===== config.mk =====
export PLATFORM = sky130hd
export DESIGN_NAME = ocs_top
export DESIGN_NICKNAME = d
export VERILOG_FILES = /design/src/ocs_pkg.sv /design/src/ocs_postscaler.sv /design/src/ocs_top.sv
export VERILOG_INCLUDE_DIRS = /design/src /design/src/src
export SDC_FILE = /design/constraint.sdc
export NUM_CORES = 1
export LEC_CHECK = 0
export BUFFER_PORTS_ARGS = -buffer_cell sky130_fd_sc_hd__buf_4
export CORE_ASPECT_RATIO = 0.7
export CORE_UTILIZATION = 36
export CTS_BUF_LIST = sky130_fd_sc_hd__clkbuf_16
export CTS_CLUSTER_DIAMETER = 100
export DETAILED_ROUTE_END_ITERATION = 7
export PLACE_DENSITY_LB_ADDON = 0.08
export SLEW_MARGIN = 40
export SYNTH_ARGS = -nofsm -noshare
export SYNTH_HDL_FRONTEND = slang
export SYNTH_SLANG_ARGS = --single-unit

===== constraint.sdc =====
create_clock -name i_clock -period 6.85 [get_ports i_clock]
set_input_delay 1.7125 -clock i_clock [delete_from_list [all_inputs] [get_ports i_clock]]
set_output_delay 1.7125 -clock i_clock [all_outputs]
set_load 0.01 [all_outputs]

===== src/ocs_map.svh =====
// Register offsets, field layout, reset values and timing of the clock block.
`ifndef OCS_MAP_SVH
`define OCS_MAP_SVH

// =============================================================================
// Register word offsets (byte addresses)
`define OCS_CTRL_OFS      8'h00
`define OCS_TUNE_OFS      8'h04
`define OCS_CFG_OFS       8'h08

// =============================================================================
// Field positions and reset values
`define OCS_FSEL_LSB      0
`define OCS_LOCKED_BIT    2
`define OCS_STABLE_BIT    3
`define OCS_FSEL_RST      2'b10
`define OCS_TUNE_RST      6'h00

// =============================================================================
// Frequency select codes and clock source configuration codes
`define OCS_FSEL_DIV1     2'b11
`define OCS_FSEL_DIV2     2'b10
`define OCS_FSEL_DIV4     2'b01
`define OCS_FSEL_DIV8     2'b00
`define OCS_SRC_EXT_CODE  2'b00
`define OCS_SRC_FREE_CODE 2'b01

// =============================================================================
// Oscillator model: phase increments per 8 ns for 16 MHz and 500 kHz
`define OCS_INC_HF        32'h20C49BA6
`define OCS_INC_MF        32'h010624DD
`define OCS_TUNE_SHIFT    8

// =============================================================================
// Timing in ns and bus responses
`define OCS_CLK_NS        8
`define OCS_LOCK_NS       2000
`define OCS_STABLE_NS     8000
`define OCS_RESP_OKAY     2'b00
`define OCS_RESP_SLVERR   2'b10

`endif


===== src/ocs_pkg.sv =====
// Types and shared decode functions of the oscillator clock select block.
package ocs_pkg;

`include "ocs_map.svh"

    typedef enum logic [1:0] {
        OCS_SRC_EXT,
        OCS_SRC_INT_CLOCK_OUTPUT_PIN,
        OCS_SRC_INT_FREE
    } ocs_src_t;

    typedef enum logic [1:0] {
        OCS_ST_WAIT_LOCK,
        OCS_ST_WAIT_STABLE,
        OCS_ST_SETTLED
    } ocs_settle_t;

    typedef struct packed {
        logic       mult_en;
        logic [1:0] source;
    } ocs_cfg_t;

    typedef struct packed {
        logic stable;
        logic locked;
    } ocs_status_t;

    function automatic ocs_src_t ocs_src_decode(input logic [1:0] code);
        if (code == `OCS_SRC_EXT_CODE) begin
            return OCS_SRC_EXT;
        end else if (code == `OCS_SRC_FREE_CODE) begin
            return OCS_SRC_INT_FREE;
        end
        return OCS_SRC_INT_CLOCK_OUTPUT_PIN;
    endfunction

    // Count mask of the postscaler: all ones fires the output tick.
    function automatic logic [2:0] ocs_div_mask(input logic [1:0] sel);
        case (sel)
            `OCS_FSEL_DIV1: return 3'h0;
            `OCS_FSEL_DIV2: return 3'h1;
            `OCS_FSEL_DIV4: return 3'h3;
            default:        return 3'h7;
        endcase
    endfunction

endpackage


===== src/ocs_postscaler.sv =====
// Postscaler that passes every 1st, 2nd, 4th or 8th input tick.
`timescale 1ns/100ps
`default_nettype none

module ocs_postscaler
    import ocs_pkg::*;
(
    // Clock and reset
    input  wire logic       i_clock,
    input  wire logic       i_srst,
    // Tick in, ratio select, tick out
    input  wire logic       i_tick,
    input  wire logic [1:0] i_sel,
    output var  logic       o_tick
);

    logic [2:0] cnt_r;
    logic [2:0] cnt_nxt;
    logic [2:0] mask;
    logic       fire;

    // The ratio is read live, so a new select acts on the next tick.
    assign mask    = ocs_div_mask(i_sel);
    assign fire    = i_tick && ((cnt_r & mask) == mask);
    assign cnt_nxt = i_tick ? cnt_r + 3'h1 : cnt_r;

    always_ff @(posedge i_clock) begin
        if (i_srst) begin
            cnt_r  <= 3'h0;
            o_tick <= 1'b0;
        end else begin
            cnt_r  <= cnt_nxt;
            o_tick <= fire;
        end
    end

endmodule

`default_nettype wire


===== src/ocs_top.sv =====
// Oscillator clock select block with AXI4-Lite control registers.
//
// Chosen here: the AXI4-Lite register port and the register addresses.
`timescale 1ns/100ps
`default_nettype none

`include "ocs_map.svh"

module ocs_top
    import ocs_pkg::*;
#(
    parameter int ADDR_W = 8
) (
    // Clock and reset
    input  wire logic              i_clock,
    input  wire logic              i_srst,
    // Programming-time configuration word
    input  wire ocs_cfg_t          i_config_word_one,
    // Clock input pin
    input  wire logic              i_clock_input_pin,
    // AXI4-Lite write address
    input  wire logic              i_awvalid,
    output var  logic              o_awready,
    input  wire logic [ADDR_W-1:0] i_awaddr,
    // AXI4-Lite write data
    input  wire logic              i_wvalid,
    output var  logic              o_wready,
    input  wire logic [31:0]       i_wdata,
    input  wire logic [3:0]        i_wstrb,
    // AXI4-Lite write response
    output var  logic              o_bvalid,
    input  wire logic              i_bready,
    output var  logic [1:0]        o_bresp,
    // AXI4-Lite read address
    input  wire logic              i_arvalid,
    output var  logic              o_arready,
    input  wire logic [ADDR_W-1:0] i_araddr,
    // AXI4-Lite read data
    output var  logic              o_rvalid,
    input  wire logic              i_rready,
    output var  logic [31:0]       o_rdata,
    output var  logic [1:0]        o_rresp,
    // System clock enable and pins
    output var  logic              o_sysclk_tick,
    output var  logic              o_clock_output_pin_pin,
    output var  logic              o_clock_output_pin_oe,
    output var  logic              o_clock_input_pin_gpio_en,
    output var  logic              o_clock_output_pin_gpio_en,
    // Oscillator status
    output var  ocs_status_t       o_status
);

    // =========================================================================
    // Constants
    localparam int LOCK_CYC =
        (`OCS_LOCK_NS + `OCS_CLK_NS - 1) / `OCS_CLK_NS;
    localparam int STABLE_CYC =
        (`OCS_STABLE_NS + `OCS_CLK_NS - 1) / `OCS_CLK_NS;
    localparam logic [15:0] LOCK_LAST   = 16'(LOCK_CYC - 1);
    localparam logic [15:0] STABLE_LAST = 16'(STABLE_CYC - 1);

    function automatic logic hit(input logic [ADDR_W-1:0] addr,
                                 input logic [7:0]        ofs);
        return addr[ADDR_W-1:2] == ADDR_W'(ofs) >> 2;
    endfunction

    // Tuning is a signed trim in steps of 1/256 of the base increment.
    function automatic logic [31:0] tuned_inc(input logic [31:0] base,
                                              input logic [5:0]  tune);
        logic [31:0] ext;
        ext = {{26{tune[5]}}, tune};
        return base + ext * (base >> `OCS_TUNE_SHIFT);
    endfunction

    // =========================================================================
    // Configuration captured while reset is held
    ocs_cfg_t cfg_r;
    ocs_src_t src;
    always_ff @(posedge i_clock) begin
        if (i_srst) begin
            cfg_r <= i_config_word_one;
        end
    end

    assign src = ocs_src_decode(cfg_r.source);

    // =========================================================================
    // AXI4-Lite write channel
    logic              aw_hold_r;
    logic              w_hold_r;
    logic [ADDR_W-1:0] aw_addr_r;
    logic [31:0]       wdata_r;
    logic [3:0]        wstrb_r;
    logic              aw_take;
    logic              w_take;
    logic              wr_fire;
    logic              aw_hold_nxt;
    logic              w_hold_nxt;
    logic              bvalid_nxt;
    logic              wr_ctrl;
    logic              wr_tune;
    logic              wr_mapped;
    logic [1:0]        wr_fsel;
    assign aw_take     = i_awvalid && o_awready;
    assign w_take      = i_wvalid && o_wready;
    assign wr_fire     = aw_hold_r && w_hold_r && !o_bvalid;
    assign aw_hold_nxt = aw_take || (aw_hold_r && !wr_fire);
    assign w_hold_nxt  = w_take || (w_hold_r && !wr_fire);
    assign bvalid_nxt  = wr_fire || (o_bvalid && !i_bready);
    assign wr_ctrl     = wr_fire && wstrb_r[0]
                      && hit(aw_addr_r, `OCS_CTRL_OFS);
    assign wr_tune     = wr_fire && wstrb_r[0]
                      && hit(aw_addr_r, `OCS_TUNE_OFS);
    assign wr_mapped   = hit(aw_addr_r, `OCS_CTRL_OFS)
                      || hit(aw_addr_r, `OCS_TUNE_OFS)
                      || hit(aw_addr_r, `OCS_CFG_OFS);
    assign wr_fsel     = wdata_r[`OCS_FSEL_LSB +: 2];
    always_ff @(posedge i_clock) begin
        if (i_srst) begin
            aw_hold_r <= 1'b0;
            w_hold_r  <= 1'b0;
            o_awready <= 1'b1;
            o_wready  <= 1'b1;
            o_bvalid  <= 1'b0;
            o_bresp   <= `OCS_RESP_OKAY;
        end else begin
            aw_hold_r <= aw_hold_nxt;
            w_hold_r  <= w_hold_nxt;
            o_awready <= !aw_hold_nxt;
            o_wready  <= !w_hold_nxt;
            o_bvalid  <= bvalid_nxt;
            if (wr_fire) begin
                o_bresp <= wr_mapped ? `OCS_RESP_OKAY : `OCS_RESP_SLVERR;
            end
        end
    end

    always_ff @(posedge i_clock) begin
        if (aw_take) begin
            aw_addr_r <= i_awaddr;
        end
        if (w_take) begin
            wdata_r <= i_wdata;
            wstrb_r <= i_wstrb;
        end
    end

    // =========================================================================
    // Control and tuning registers
    logic [1:0] fsel_r;
    logic [5:0] tune_r;
    always_ff @(posedge i_clock) begin
        if (i_srst) begin
            fsel_r <= `OCS_FSEL_RST;
            tune_r <= `OCS_TUNE_RST;
        end else begin
            if (wr_ctrl) begin
                fsel_r <= wr_fsel;
            end
            if (wr_tune) begin
                tune_r <= wdata_r[5:0];
            end
        end
    end

    // =========================================================================
    // AXI4-Lite read channel
    logic        ar_take;
    logic        rvalid_nxt;
    logic [31:0] rd_word;
    logic        rd_mapped;
    assign ar_take    = i_arvalid && o_arready;
    assign rvalid_nxt = ar_take || (o_rvalid && !i_rready);
    assign rd_mapped  = hit(i_araddr, `OCS_CTRL_OFS)
                     || hit(i_araddr, `OCS_TUNE_OFS)
                     || hit(i_araddr, `OCS_CFG_OFS);
    assign rd_word    =
        hit(i_araddr, `OCS_CTRL_OFS) ? {28'h0000000, o_status, fsel_r} :
        hit(i_araddr, `OCS_TUNE_OFS) ? {26'h0000000, tune_r} :
        hit(i_araddr, `OCS_CFG_OFS)  ? {29'h00000000, cfg_r} :
                                       32'h00000000;

    always_ff @(posedge i_clock) begin
        if (i_srst) begin
            o_arready <= 1'b1;
            o_rvalid  <= 1'b0;
            o_rdata   <= 32'h00000000;
            o_rresp   <= `OCS_RESP_OKAY;
        end else begin
            o_arready <= !rvalid_nxt;
            o_rvalid  <= rvalid_nxt;
            if (ar_take) begin
                o_rdata <= rd_word;
                o_rresp <= rd_mapped ? `OCS_RESP_OKAY : `OCS_RESP_SLVERR;
            end
        end
    end

    // =========================================================================
    // Internal oscillator model
    // A phase accumulator stands in for the analog source; its carry is
    // one period of 16 MHz or 500 kHz, with 8 ns edge jitter.
    logic [31:0] acc_r;
    logic [31:0] inc_base;
    logic [31:0] inc;
    logic [32:0] acc_sum;
    logic        osc_tick_r;
    assign inc_base = cfg_r.mult_en ? `OCS_INC_HF : `OCS_INC_MF;
    assign inc      = tuned_inc(inc_base, tune_r);
    assign acc_sum  = {1'b0, acc_r} + {1'b0, inc};

    always_ff @(posedge i_clock) begin
        if (i_srst) begin
            acc_r      <= 32'h00000000;
            osc_tick_r <= 1'b0;
        end else begin
            acc_r      <= acc_sum[31:0];
            osc_tick_r <= acc_sum[32];
        end
    end

    // =========================================================================
    // Postscaler and clock-out divider
    logic sel_tick;
    logic half_tick;
    // Both frequency sets share one running source and one divider.
    ocs_postscaler u_post (
        .i_clock (i_clock),
        .i_srst  (i_srst),
        .i_tick  (osc_tick_r),
        .i_sel   (fsel_r),
        .o_tick  (sel_tick)
    );
    ocs_postscaler u_clock_output_pin_div (
        .i_clock (i_clock),
        .i_srst  (i_srst),
        .i_tick  (sel_tick),
        .i_sel   (`OCS_FSEL_DIV2),
        .o_tick  (half_tick)
    );

    // =========================================================================
    // System clock selection and pins
    logic pin_prev_r;
    logic sysclk_nxt;
    logic clock_output_pin_nxt;
    assign sysclk_nxt = (src == OCS_SRC_EXT)
                      ? (i_clock_input_pin && !pin_prev_r)
                      : sel_tick;
    // Toggling every second selected tick gives a quarter-rate square wave.
    assign clock_output_pin_nxt = (src == OCS_SRC_INT_CLOCK_OUTPUT_PIN)
                      ? (o_clock_output_pin_pin ^ half_tick)
                      : 1'b0;

    always_ff @(posedge i_clock) begin
        if (i_srst) begin
            pin_prev_r       <= 1'b0;
            o_sysclk_tick    <= 1'b0;
            o_clock_output_pin_pin     <= 1'b0;
            o_clock_output_pin_oe      <= 1'b0;
            o_clock_input_pin_gpio_en  <= 1'b0;
            o_clock_output_pin_gpio_en <= 1'b0;
        end else begin
            pin_prev_r       <= i_clock_input_pin;
            o_sysclk_tick    <= sysclk_nxt;
            o_clock_output_pin_pin     <= clock_output_pin_nxt;
            o_clock_output_pin_oe      <= (src == OCS_SRC_INT_CLOCK_OUTPUT_PIN);
            o_clock_input_pin_gpio_en  <= (src != OCS_SRC_EXT);
            o_clock_output_pin_gpio_en <= (src != OCS_SRC_INT_CLOCK_OUTPUT_PIN);
        end
    end

    // =========================================================================
    // Settling status
    // A retune restarts settling, since the oscillator moves to a new value.
    ocs_settle_t state_r;
    logic [15:0] settle_cnt_r;
    always_ff @(posedge i_clock) begin
        if (i_srst || wr_tune) begin
            state_r      <= OCS_ST_WAIT_LOCK;
            settle_cnt_r <= 16'h0000;
            o_status     <= '0;
        end else begin
            case (state_r)
                OCS_ST_WAIT_LOCK: begin
                    settle_cnt_r <= settle_cnt_r + 16'h0001;
                    if (settle_cnt_r == LOCK_LAST) begin
                        o_status.locked <= 1'b1;
                        state_r         <= OCS_ST_WAIT_STABLE;
                    end
                end
                OCS_ST_WAIT_STABLE: begin
                    settle_cnt_r <= settle_cnt_r + 16'h0001;
                    if (settle_cnt_r == STABLE_LAST) begin
                        o_status.stable <= 1'b1;
                        state_r         <= OCS_ST_SETTLED;
                    end
                end
                default: begin
                    state_r <= OCS_ST_SETTLED;
                end
            endcase
        end
    end
endmodule

`default_nettype wire


=== Word-level counts from Yosys, hierarchy flattened ===
Index checks and enable logic that the tools add are counted.

* $mul: 1
* Bitwise operators: 3
* Add/subtract/negate cells: 5
* Equal/unequal tests: 16
* Reduce and logical (&&, ||, !) cells: 43
* Multiplexer cells: 16

{| class="wikitable"
|+ Operator list
! cell !! number
|-
| $add 32x32->33 || 1
|-
| $add 31x29->32 || 1
|-
| $mux 30 || 1
|-
| $mul 6x23->29 || 1
|-
| $add 16x1->16 const B || 1
|-
| $eq 16x10->1 const B || 1
|-
| $eq 16x8->1 const B || 1
|-
| $logic_and 1x1->1 || 15
|-
| $mux 2 || 7
|-
| $eq 6x1->1 const B || 2
|-
| $eq 6x2->1 const B || 2
|-
| $logic_not 6->1 || 2
|-
| $mux 6 || 2
|-
| $logic_or 1x1->1 || 9
|-
| $pmux 3 s3 || 1
|-
| $eq 2x1->1 const B || 4
|-
| $logic_not 1->1 || 8
|-
| $add 3x1->3 const B || 2
|-
| $logic_not 2->1 || 3
|-
| $reduce_and 2->1 || 3
|-
| $eq 2x2->1 const B || 2
|-
| $ne 2x2->1 const B || 2
|-
| $pmux 2 s2 || 1
|-
| $reduce_or 2->1 || 2
|-
| other kinds (8) || 10
|}

* Logic and storage cells: 117
* Flip-flop bits (word level): 136
* Input bits: 63
* Output and inout bits: 48

=== Longest topological paths before layout ===
Gate-level depths: netlist of the first run.

* Depth in word-level cells: 7
* Gate-level depth with buffers: 29
* Mapped depth without buffers: 27

=== Hierarchy ===
A second synthesis of the first run with hierarchy kept.

* Cell total of the unflattened synthesis: 1028
* Area total of the unflattened synthesis: 9063.7 um2

{| class="wikitable"
|+ By module, submodules not included
! module !! seq. area each (um2) !! cells an instance !! area an instance (um2) !! instances
|-
| ocs_top || 2122.0 || 996 || 8733.4 || 1
|-
| ocs_postscaler || 80.1 || 16 || 165.2 || 2
|}

=== Worst setup path after synthesis of the first run ===
Ideal clock, no wire load.

* Path kind: flip-flop to flip-flop
* Start point: register cfg_r[2] (netlist name)
* End point: register acc_r[27]
* Arrival time: 6820 ps
* Path buffers: 2
* Stages on the path, launching flop included: 27
* Required time: 6727 ps
* Period minus slack after synthesis: 6943 ps
* Library setup time: 123 ps
* Path slack: -93 ps
* Path through: edfxtp_1 inv_1 ha_1 clkbuf_1 xor2_1 ha_1 inv_1 fa_1 inv_1 fa_1 inv_1 fa_1 inv_1 ha_1 a21o_1 a21oi_1 a21oi_1 o211ai_1 a31oi_1 o311ai_0 ha_1 clkbuf_1 a21o_1 a211oi_1 a31oi_4 a31o_1 mux2_1

* Longest elaborated chain between the ends: 4

{| class="wikitable"
|+ Ends and longest elaborated chain
! what !! line !! text
|-
| start, declared || ocs_top.sv:77 || <nowiki>ocs_cfg_t cfg_r;</nowiki>
|-
| start signal, assigned || ocs_top.sv:81 || <nowiki>cfg_r <= i_config_word_one;</nowiki>
|-
| $mux 30 (no source line) * || - ||
|-
| $mul 6x23->29 || ocs_top.sv:72 || <nowiki>return base + ext * (base >> `OCS_TUNE_SHIFT);</nowiki>
|-
| $add 31x29->32 * || ocs_top.sv:72 ||
|-
| $add 32x32->33 * || ocs_top.sv:210 || <nowiki>assign acc_sum = {1'b0, acc_r} + {1'b0, inc};</nowiki>
|-
| end signal, assigned || ocs_top.sv:217 || <nowiki>acc_r <= acc_sum[31:0];</nowiki>
|-
| end, declared || ocs_top.sv:203 || <nowiki>logic [31:0] acc_r;</nowiki>
|}

Every way passes the cells marked *; elsewhere a longest branch is shown, timed or not.
A chain may end at the register's enable or synchronous reset.

=== Worst setup path in the final report of the first run ===
* Start point: register cfg_r[2] (netlist name)
* End point: register acc_r[30]

Same word-level chain as after synthesis.

==> results.txt, run 1 <==
All-Layer GR Usage = 18.19%
worst-case clock buffer depth = 2
worst path required time = 7120 ps
WP buf/inv = 5
WP data arrival = 6870 ps
drt initial violations = 278
min-delay src = u_clock_output_pin_div.cnt_r[0]
fraction of layout cells with a size suffix above 1 = 18.97%
Most used DFF post-synth = dfxtp_1
first-pass GRT wire length = 36930 um
remaining antenna violation count = 0
CTS root buffer = clkbuf_16
Slew Limit Fails = 0
first-pass detailed-route iteration total = 6
die height = 135.4 um
register area share after synthesis = 24.49%
hold buffer count at cts = 0
clock buffer count from CTS = 9
ant diodes = 0
status = complete, but fails checks
fraction of registers with async set/reset = 0%
vias per cell = 4.794
# IOs = 111
HP Class = register to register
final WL = 22220 um
Core Area = 24800 um^2
vias in the first global route = 7301
EDFF count, synth = 16
Max Fclk = 0.1516 GHz
Yosys top cell area share = 19.24%
die width = 192.6 um
mux contribution to synthesized area = 2.091%
site row count = 48
initial antenna violation count = 1
Initial Util = 36.91%
Worst Tran Pin Value = 781.5 ps
largest family of logic cells by synthesized area = adder cells
Area Overhead vs Synth = 20.39%
CTS tree = done
Ys Warns = 0
CP peak stage delay = 540 ps
Final Non-Filler Cells = 1527
largest cells by area after synthesis = dfxtp_1 (19%), ha_1 (17%), fa_1 (9.6%)
IO Port Bufs = 49
GP Congestion = 0.8452
Remaining Overflow, GRT = 0
failing checks = design-rule violations
post-synthesis compound-gate area fraction = 16.64%
fin crit share = 96.32%
post-synthesis simple-gate area fraction = 14.40%
Worst-path clk slew = 90 ps
die area = 26090 um^2
DRC viols = 2
Sink Count = 104
Post-DP HPWL = 17970 um
clk_skew = 13.01 ps
Setup-failing EPs final = 0
Synth area leader = dfxtp_1
XOR/XNOR Fraction of Synth Area = 6.122%
Slowest-stage cell, CP = fa_1
slew margin rel. = 47.90%
Final Hold Viols = 0
Netlist cell types = 74
largest net degree at the start of global routing = 46
CP startpoint = cfg_r[2]
RSZ-0062 raised after global routing = yes
Post-Synth Adder-Cell Area = 27.11%
most frequent CP cell = inv_1
crit path launch type = register
CP top delay family = adder cells
Synth Instances = 1050
final net count = 1432
min Tclk post-route = 6598 ps
Setup CP Type = register to register
H-Tree Level Count = 3
critical path capture point type = register
post-synthesis average cell area = 8.720 um^2
pwr/cell area = 202.5 nW/um^2
FF-to-FF Start = cfg_r[2]
Pleak = 5.497 nW
crit path max fanout = 20
Seq cells post-synth = 104
Vias = 7321
Fin Setup TNS = 0 ps
placed cells = 1504
synthesized area = 9156 um^2
maximum VDD drop = 0.1197 mV
WL/cell = 14.55 um
clk_lat worst skew = 370 ps
Max-Cap Viols = 0
## registers in the layout (all words and copies together) (netlist names), 2 cells and up
register / flops
fsel_r: 2
settle_cnt_r: 16
tune_r: 6
o_status: 2
cfg_r: 3
wdata_r: 6
u_post.cnt_r: 3
o_rdata: 6
state_r: 2
aw_addr_r: 6
acc_r: 32
## metrics by stage
stage	power [mW]	setup WS, ps	cell area, um^2	utilization [%]	hold WS, ps
after floorplan	1.378	1.056	9304	-	422.2
after global placement	1.685	40.94	10550	42.55	433.0
after detailed placement	1.690	28.81	10550	42.55	433.9
after CTS	2.230	5.504	10830	43.68	446.0
after global routing	2.404	-99.54	11020	44.44	482.3
final	2.232	252.2	11020	44.44	447.5
## power by group
part           total (mW)  switching (mW)  internal [mW]
registers           0.741          0.0374          0.703
logic               0.972           0.497          0.475
clock network       0.520           0.268          0.252
## cells in the mapped netlist, types with 6 or more instances
cell / n
inv_1: 135
ha_1: 128
nor2_1: 101
dfxtp_1: 88
a21oi_1: 70
nand2_1: 63
fa_1: 44
xnor2_1: 40
o21ai_0: 32
a21o_1: 31
buf_4: 28
xor2_1: 24
clkbuf_1: 20
nand3_1: 20
nor2b_1: 20
edfxtp_1: 16
nand4_1: 15
mux2i_1: 12
nand2b_1: 11
o21bai_1: 11
a211oi_1: 10
o21a_1: 8
and2_1: 6
buf_1: 6
nor3_1: 6
or2_2: 6
## path summary, 6_finish.rpt
path	slack, ps	cells after the start	end
worst min-delay path	450	2	u_clock_output_pin_div.o_tick
worst max register to register	250	27	acc_r[30]
worst min register to register	450	2	u_clock_output_pin_div.o_tick
worst max-delay path	250	27	acc_r[30]
## layer usage
| metal | up-vias | routed length, um | GRT usage, % |
|---|---|---|---|
| li1 | 3841 | - | - |
| met1 | 3414 | 12530 | 28.26 |
| met2 | 57 | 8950 | 26.34 |
| met3 | 9 | 628 | 3.108 |
| met4 | 0 | 112 | 2.537 |
| met5 | - | 0 | 0 |
## layout by cell type, fill, tap and decap left out, types with 12 or more instances in the layout
cell type  synthesis  routed
nand3_1           20      19
conb_1             2      34
mux2i_1           12      12
a21o_1            31      31
dfxtp_1           88      88
a21oi_1           70      66
buf_4             28     160
o21ai_0           32      29
ha_1             128     124
nor2_1           101      99
edfxtp_1          16      16
xnor2_1           40      40
nor2b_1           20      20
nand2_1           63      62
nand4_1           15      15
inv_1            135     135
xor2_1            24      24
fa_1              44      44
## cells by family after synthesis
group | after synthesis
xor gates and xnor gates | 64
muxes | 18
DFF | 104
and+or+nand+nor | 276
AOI/OAI and AO/OA | 222
adders and majority gates | 172
other | 2
buffers and inverters | 192
## cell type report
cell class	instances	area, um^2
Clock buffer	9	225.2
Sequential cell	104	2242
Multi-Input combinational cell	786	6362
Timing Repair Buffer	161	1221
Inverter	135	510.5
Tap cell	325	406.6
Clock inverter	7	55.05
Fill cell	2510	13780
## what timing repair did
| item | 4_1_cts | 5_1_grt |
|---|---|---|
| setup buffers | 0 | 7 |
| setup endpoints to repair | 0 | 14 |
| resized for setup | 0 | 30 |
## worst register-to-register path, stage by stage (launching register included)
cell and delay [ps]:
edfxtp_1 460, buf_12 200, nand2_1 100, o21ai_0 90
ha_1 360, inv_1 100, fa_1 540, inv_1 60
fa_1 530, inv_1 50, fa_1 540, inv_1 50
ha_1 280, o21ai_0 80, o21bai_1 260, o21ai_2 130
o31ai_2 270, nand3_1 150, o21ai_0 210, xor2_1 240
ha_1 280, a21o_1 200, a211o_1 290, nor2b_1 150
nor2_1 140, nand3_2 170, a41oi_2 230, mux2_2 350
(Power assumes the default switching activity.)
==> run 2, diff against run 1 <==
--- a/config.mk
+++ b/config.mk
@@ -6,7 +6,9 @@
 export SDC_FILE = /design/constraint.sdc
 export NUM_CORES = 1
 export LEC_CHECK = 0
+export ABC_AREA = 1
 export BUFFER_PORTS_ARGS = -buffer_cell sky130_fd_sc_hd__buf_4
+export CAP_MARGIN = 30
 export CORE_ASPECT_RATIO = 0.7
 export CORE_UTILIZATION = 36
 export CTS_BUF_LIST = sky130_fd_sc_hd__clkbuf_16
==> run 2 against run 1 <==
Effect of this change: combinational power fell by 16%; via count rose by 24%; the run now ends clean; register-to-register slack improved by 380 ps; count of clock-buffer cells in the layout did not move; synthesized area rose by 13%; final cell count rose by 30%; clock skew rose by 4.2 ps; critical path depth rose by 3.
==> results.txt, run 2 <==
worst path required time = 7120 ps
Post-synth top cells = nand2_1 (399), inv_1 (339), nor2_1 (145)
fraction of registers with async set/reset = 0%
Area Overhead vs Synth = 10.67%
die width = 204.4 um
fin util = 40.77%
first-pass GRT wire length = 46450 um
register area share after synthesis = 21.73%
Largest regs = acc_r: 32 flops, settle_cnt_r: 16 flops
final net count = 1844
remaining antenna violation count = 0
Final Non-Filler Cells = 1985
Biggest register = acc_r
crit path max fanout = 22
synthesized area = 10320 um^2
Synth Instances = 1543
Sink Count = 104
Ys Warns = 0
clock buffer count from CTS = 9
CTS tree = done
initial antenna violation count = 0
most frequent cell after synthesis = nand2_1
HP Class = register to register
most frequent CP cell = nand2_1
slew margin rel. = 59.39%
die area = 29350 um^2
postcts setup bufs = 0
first-pass detailed-route iteration total = 5
Pleak = 6.354 nW
Netlist cell types = 40
All-Layer GR Usage = 20.44%
Worst Tran Pin Value = 606.9 ps
reg2reg setup slack = 630 ps
Vias = 9078
post-synthesis average cell area = 6.687 um^2
fin crit share = 90.79%
most frequent cells in the layout = nand2_1 (399), inv_1 (339), nor2_1 (145), ha_1 (128), a21oi_1 (101)
clk_lat worst skew = 370 ps
max reg flops = 32
fraction of layout cells with a size suffix above 1 = 6.010%
die height = 143.6 um
clk_skew = 17.21 ps
Slowest-stage cell, CP = fa_1
vias per cell = 4.573
ant diodes = 0
Fin Setup TNS = 0 ps
IO Port Bufs = 49
commonest non-fill, non-tap cell in the layout = nand2_1
CTS root buffer = clkbuf_16
final WL = 28010 um
Remaining Overflow, GRT = 0
RSZ-0062 raised after global routing = no
EDFF count, synth = 16
final worst slack = 631.0 ps
GP Congestion = 0.8444
Post-DP HPWL = 23940 um
WL/cell = 14.11 um
largest cells by area after synthesis = dfxtp_1 (17%), ha_1 (16%), nand2_1 (15%)
Setup CP Type = register to register
largest net degree at the start of global routing = 30
Slew Limit Fails = 0
maximum VDD drop = 0.1269 mV
worst-case clock buffer depth = 2
hold buffer count at cts = 0
WP data arrival = 6490 ps
min Tclk post-route = 6219 ps
vias in the first global route = 8691
Most used DFF post-synth = dfxtp_1
Yosys top cell area share = 17.07%
crit path launch type = register
hold path depth = 2
Setup-failing EPs final = 0
placed cells = 1969
Place WS = 647.1 ps
critical path capture point type = register
DRC viols = 0
drt initial violations = 552
Worst Reg-to-Reg Cells = 30
Initial Util = 36.84%
fill count = 3071
H-Tree Level Count = 3
Max Fclk = 0.1608 GHz
Final Hold Viols = 0
# IOs = 111
pwr/cell area = 183.9 nW/um^2
Max-Cap Viols = 0
site row count = 51
Seq cells post-synth = 104
PostCTS Resize Cnt = 0
CP peak stage delay = 560 ps
status = finished clean
Core Area = 28010 um^2
Synth area leader = dfxtp_1
Worst-path clk slew = 90 ps
## run 2: cell types whose count changed after synthesis, moves of 12 or more
cell,previous run,this run
mux2i_1,12,0
o21ai_0,32,53
a21o_1,31,5
nor3_1,6,19
nor2b_1,20,0
nor2_1,101,145
inv_1,135,339
nand2_1,63,399
xnor2_1,40,7
nand3_1,20,68
a21oi_1,70,101
## run 2: final cells by class
type	count	area (um^2)	area share (%)
clock buffer	9	225.2	1.972
timing repair buffer	63	473.0	4.142
sequential	104	2242	19.63
clock inverter	7	88.84	0.7779
tap	371	464.2	4.065
inverter	340	1279	11.20
multi-input combinational	1091	6648	58.21
## run 2: cells by family (layout without fill, tap and decap cells)
logic type | Yosys count | after routing | synth area share, %
flip-flops | 104 | 104 | 21.73
AND/OR/NAND/NOR | 680 | 680 | 27.51
adder cells (fa/ha/maj) | 172 | 172 | 24.06
XOR/XNOR | 27 | 27 | 2.292
buffers and inverters | 380 | 419 | 15.01
other | 2 | 34 | 0.07278
AO/OA/AOI/OAI | 178 | 178 | 9.325
## run 2: routing by layer
layer / share of wire (%) / vias up / routed length (um) / track usage [%]
met5: 0 / - / 0 / 0
met4: 0.87 / 0 / 244 / 3.378
met3: 4.6 / 13 / 1291 / 3.107
met2: 38 / 154 / 10710 / 28.65
met1: 56 / 4063 / 15760 / 32.42
li1: - / 4848 / - / -
## run 2: where the power goes
| part | internal, mW | total, mW | switching [mW] | leakage, nW |
|---|---|---|---|---|
| combinational | 0.266 | 0.814 | 0.548 | 5.32 |
| clock | 0.292 | 0.558 | 0.266 | 0.155 |
| sequential | 0.695 | 0.728 | 0.0322 | 0.876 |
| total | 1.25 | 2.10 | 0.846 | 6.35 |
## run 2: worst paths after layout
check / startpoint / to
worst min register to register: u_clock_output_pin_div.cnt_r[0] / u_clock_output_pin_div.o_tick
worst max-delay path: cfg_r[2] / acc_r[29]
worst min-delay path: u_clock_output_pin_div.cnt_r[0] / u_clock_output_pin_div.o_tick
worst max register to register: cfg_r[2] / acc_r[29]
## run 2: through the flow
| step | hold slack, ps | power (mW) | area, um^2 |
|---|---|---|---|
| 6_report | 450.3 | 2.100 | 11420 |
| 4_1_cts | 452.7 | 2.120 | 11420 |
| 3_5_place_dp | 434.9 | 1.552 | 11110 |
| 2_1_floorplan | 419.9 | 1.327 | 10440 |
| 3_3_place_gp | 432.4 | 1.546 | 11110 |
| 5_1_grt | 487.7 | 2.282 | 11420 |
## run 2: worst max-delay path, delay by kind of cell (launching register included)
family	cells	cell delay (ps)
buffers and inverters	7	670
XOR/XNOR	1	360
AO/OA/AOI/OAI	3	430
adder cells (fa/ha/maj)	6	2700
AND/OR/NAND/NOR	13	1510
flip-flops	1	430
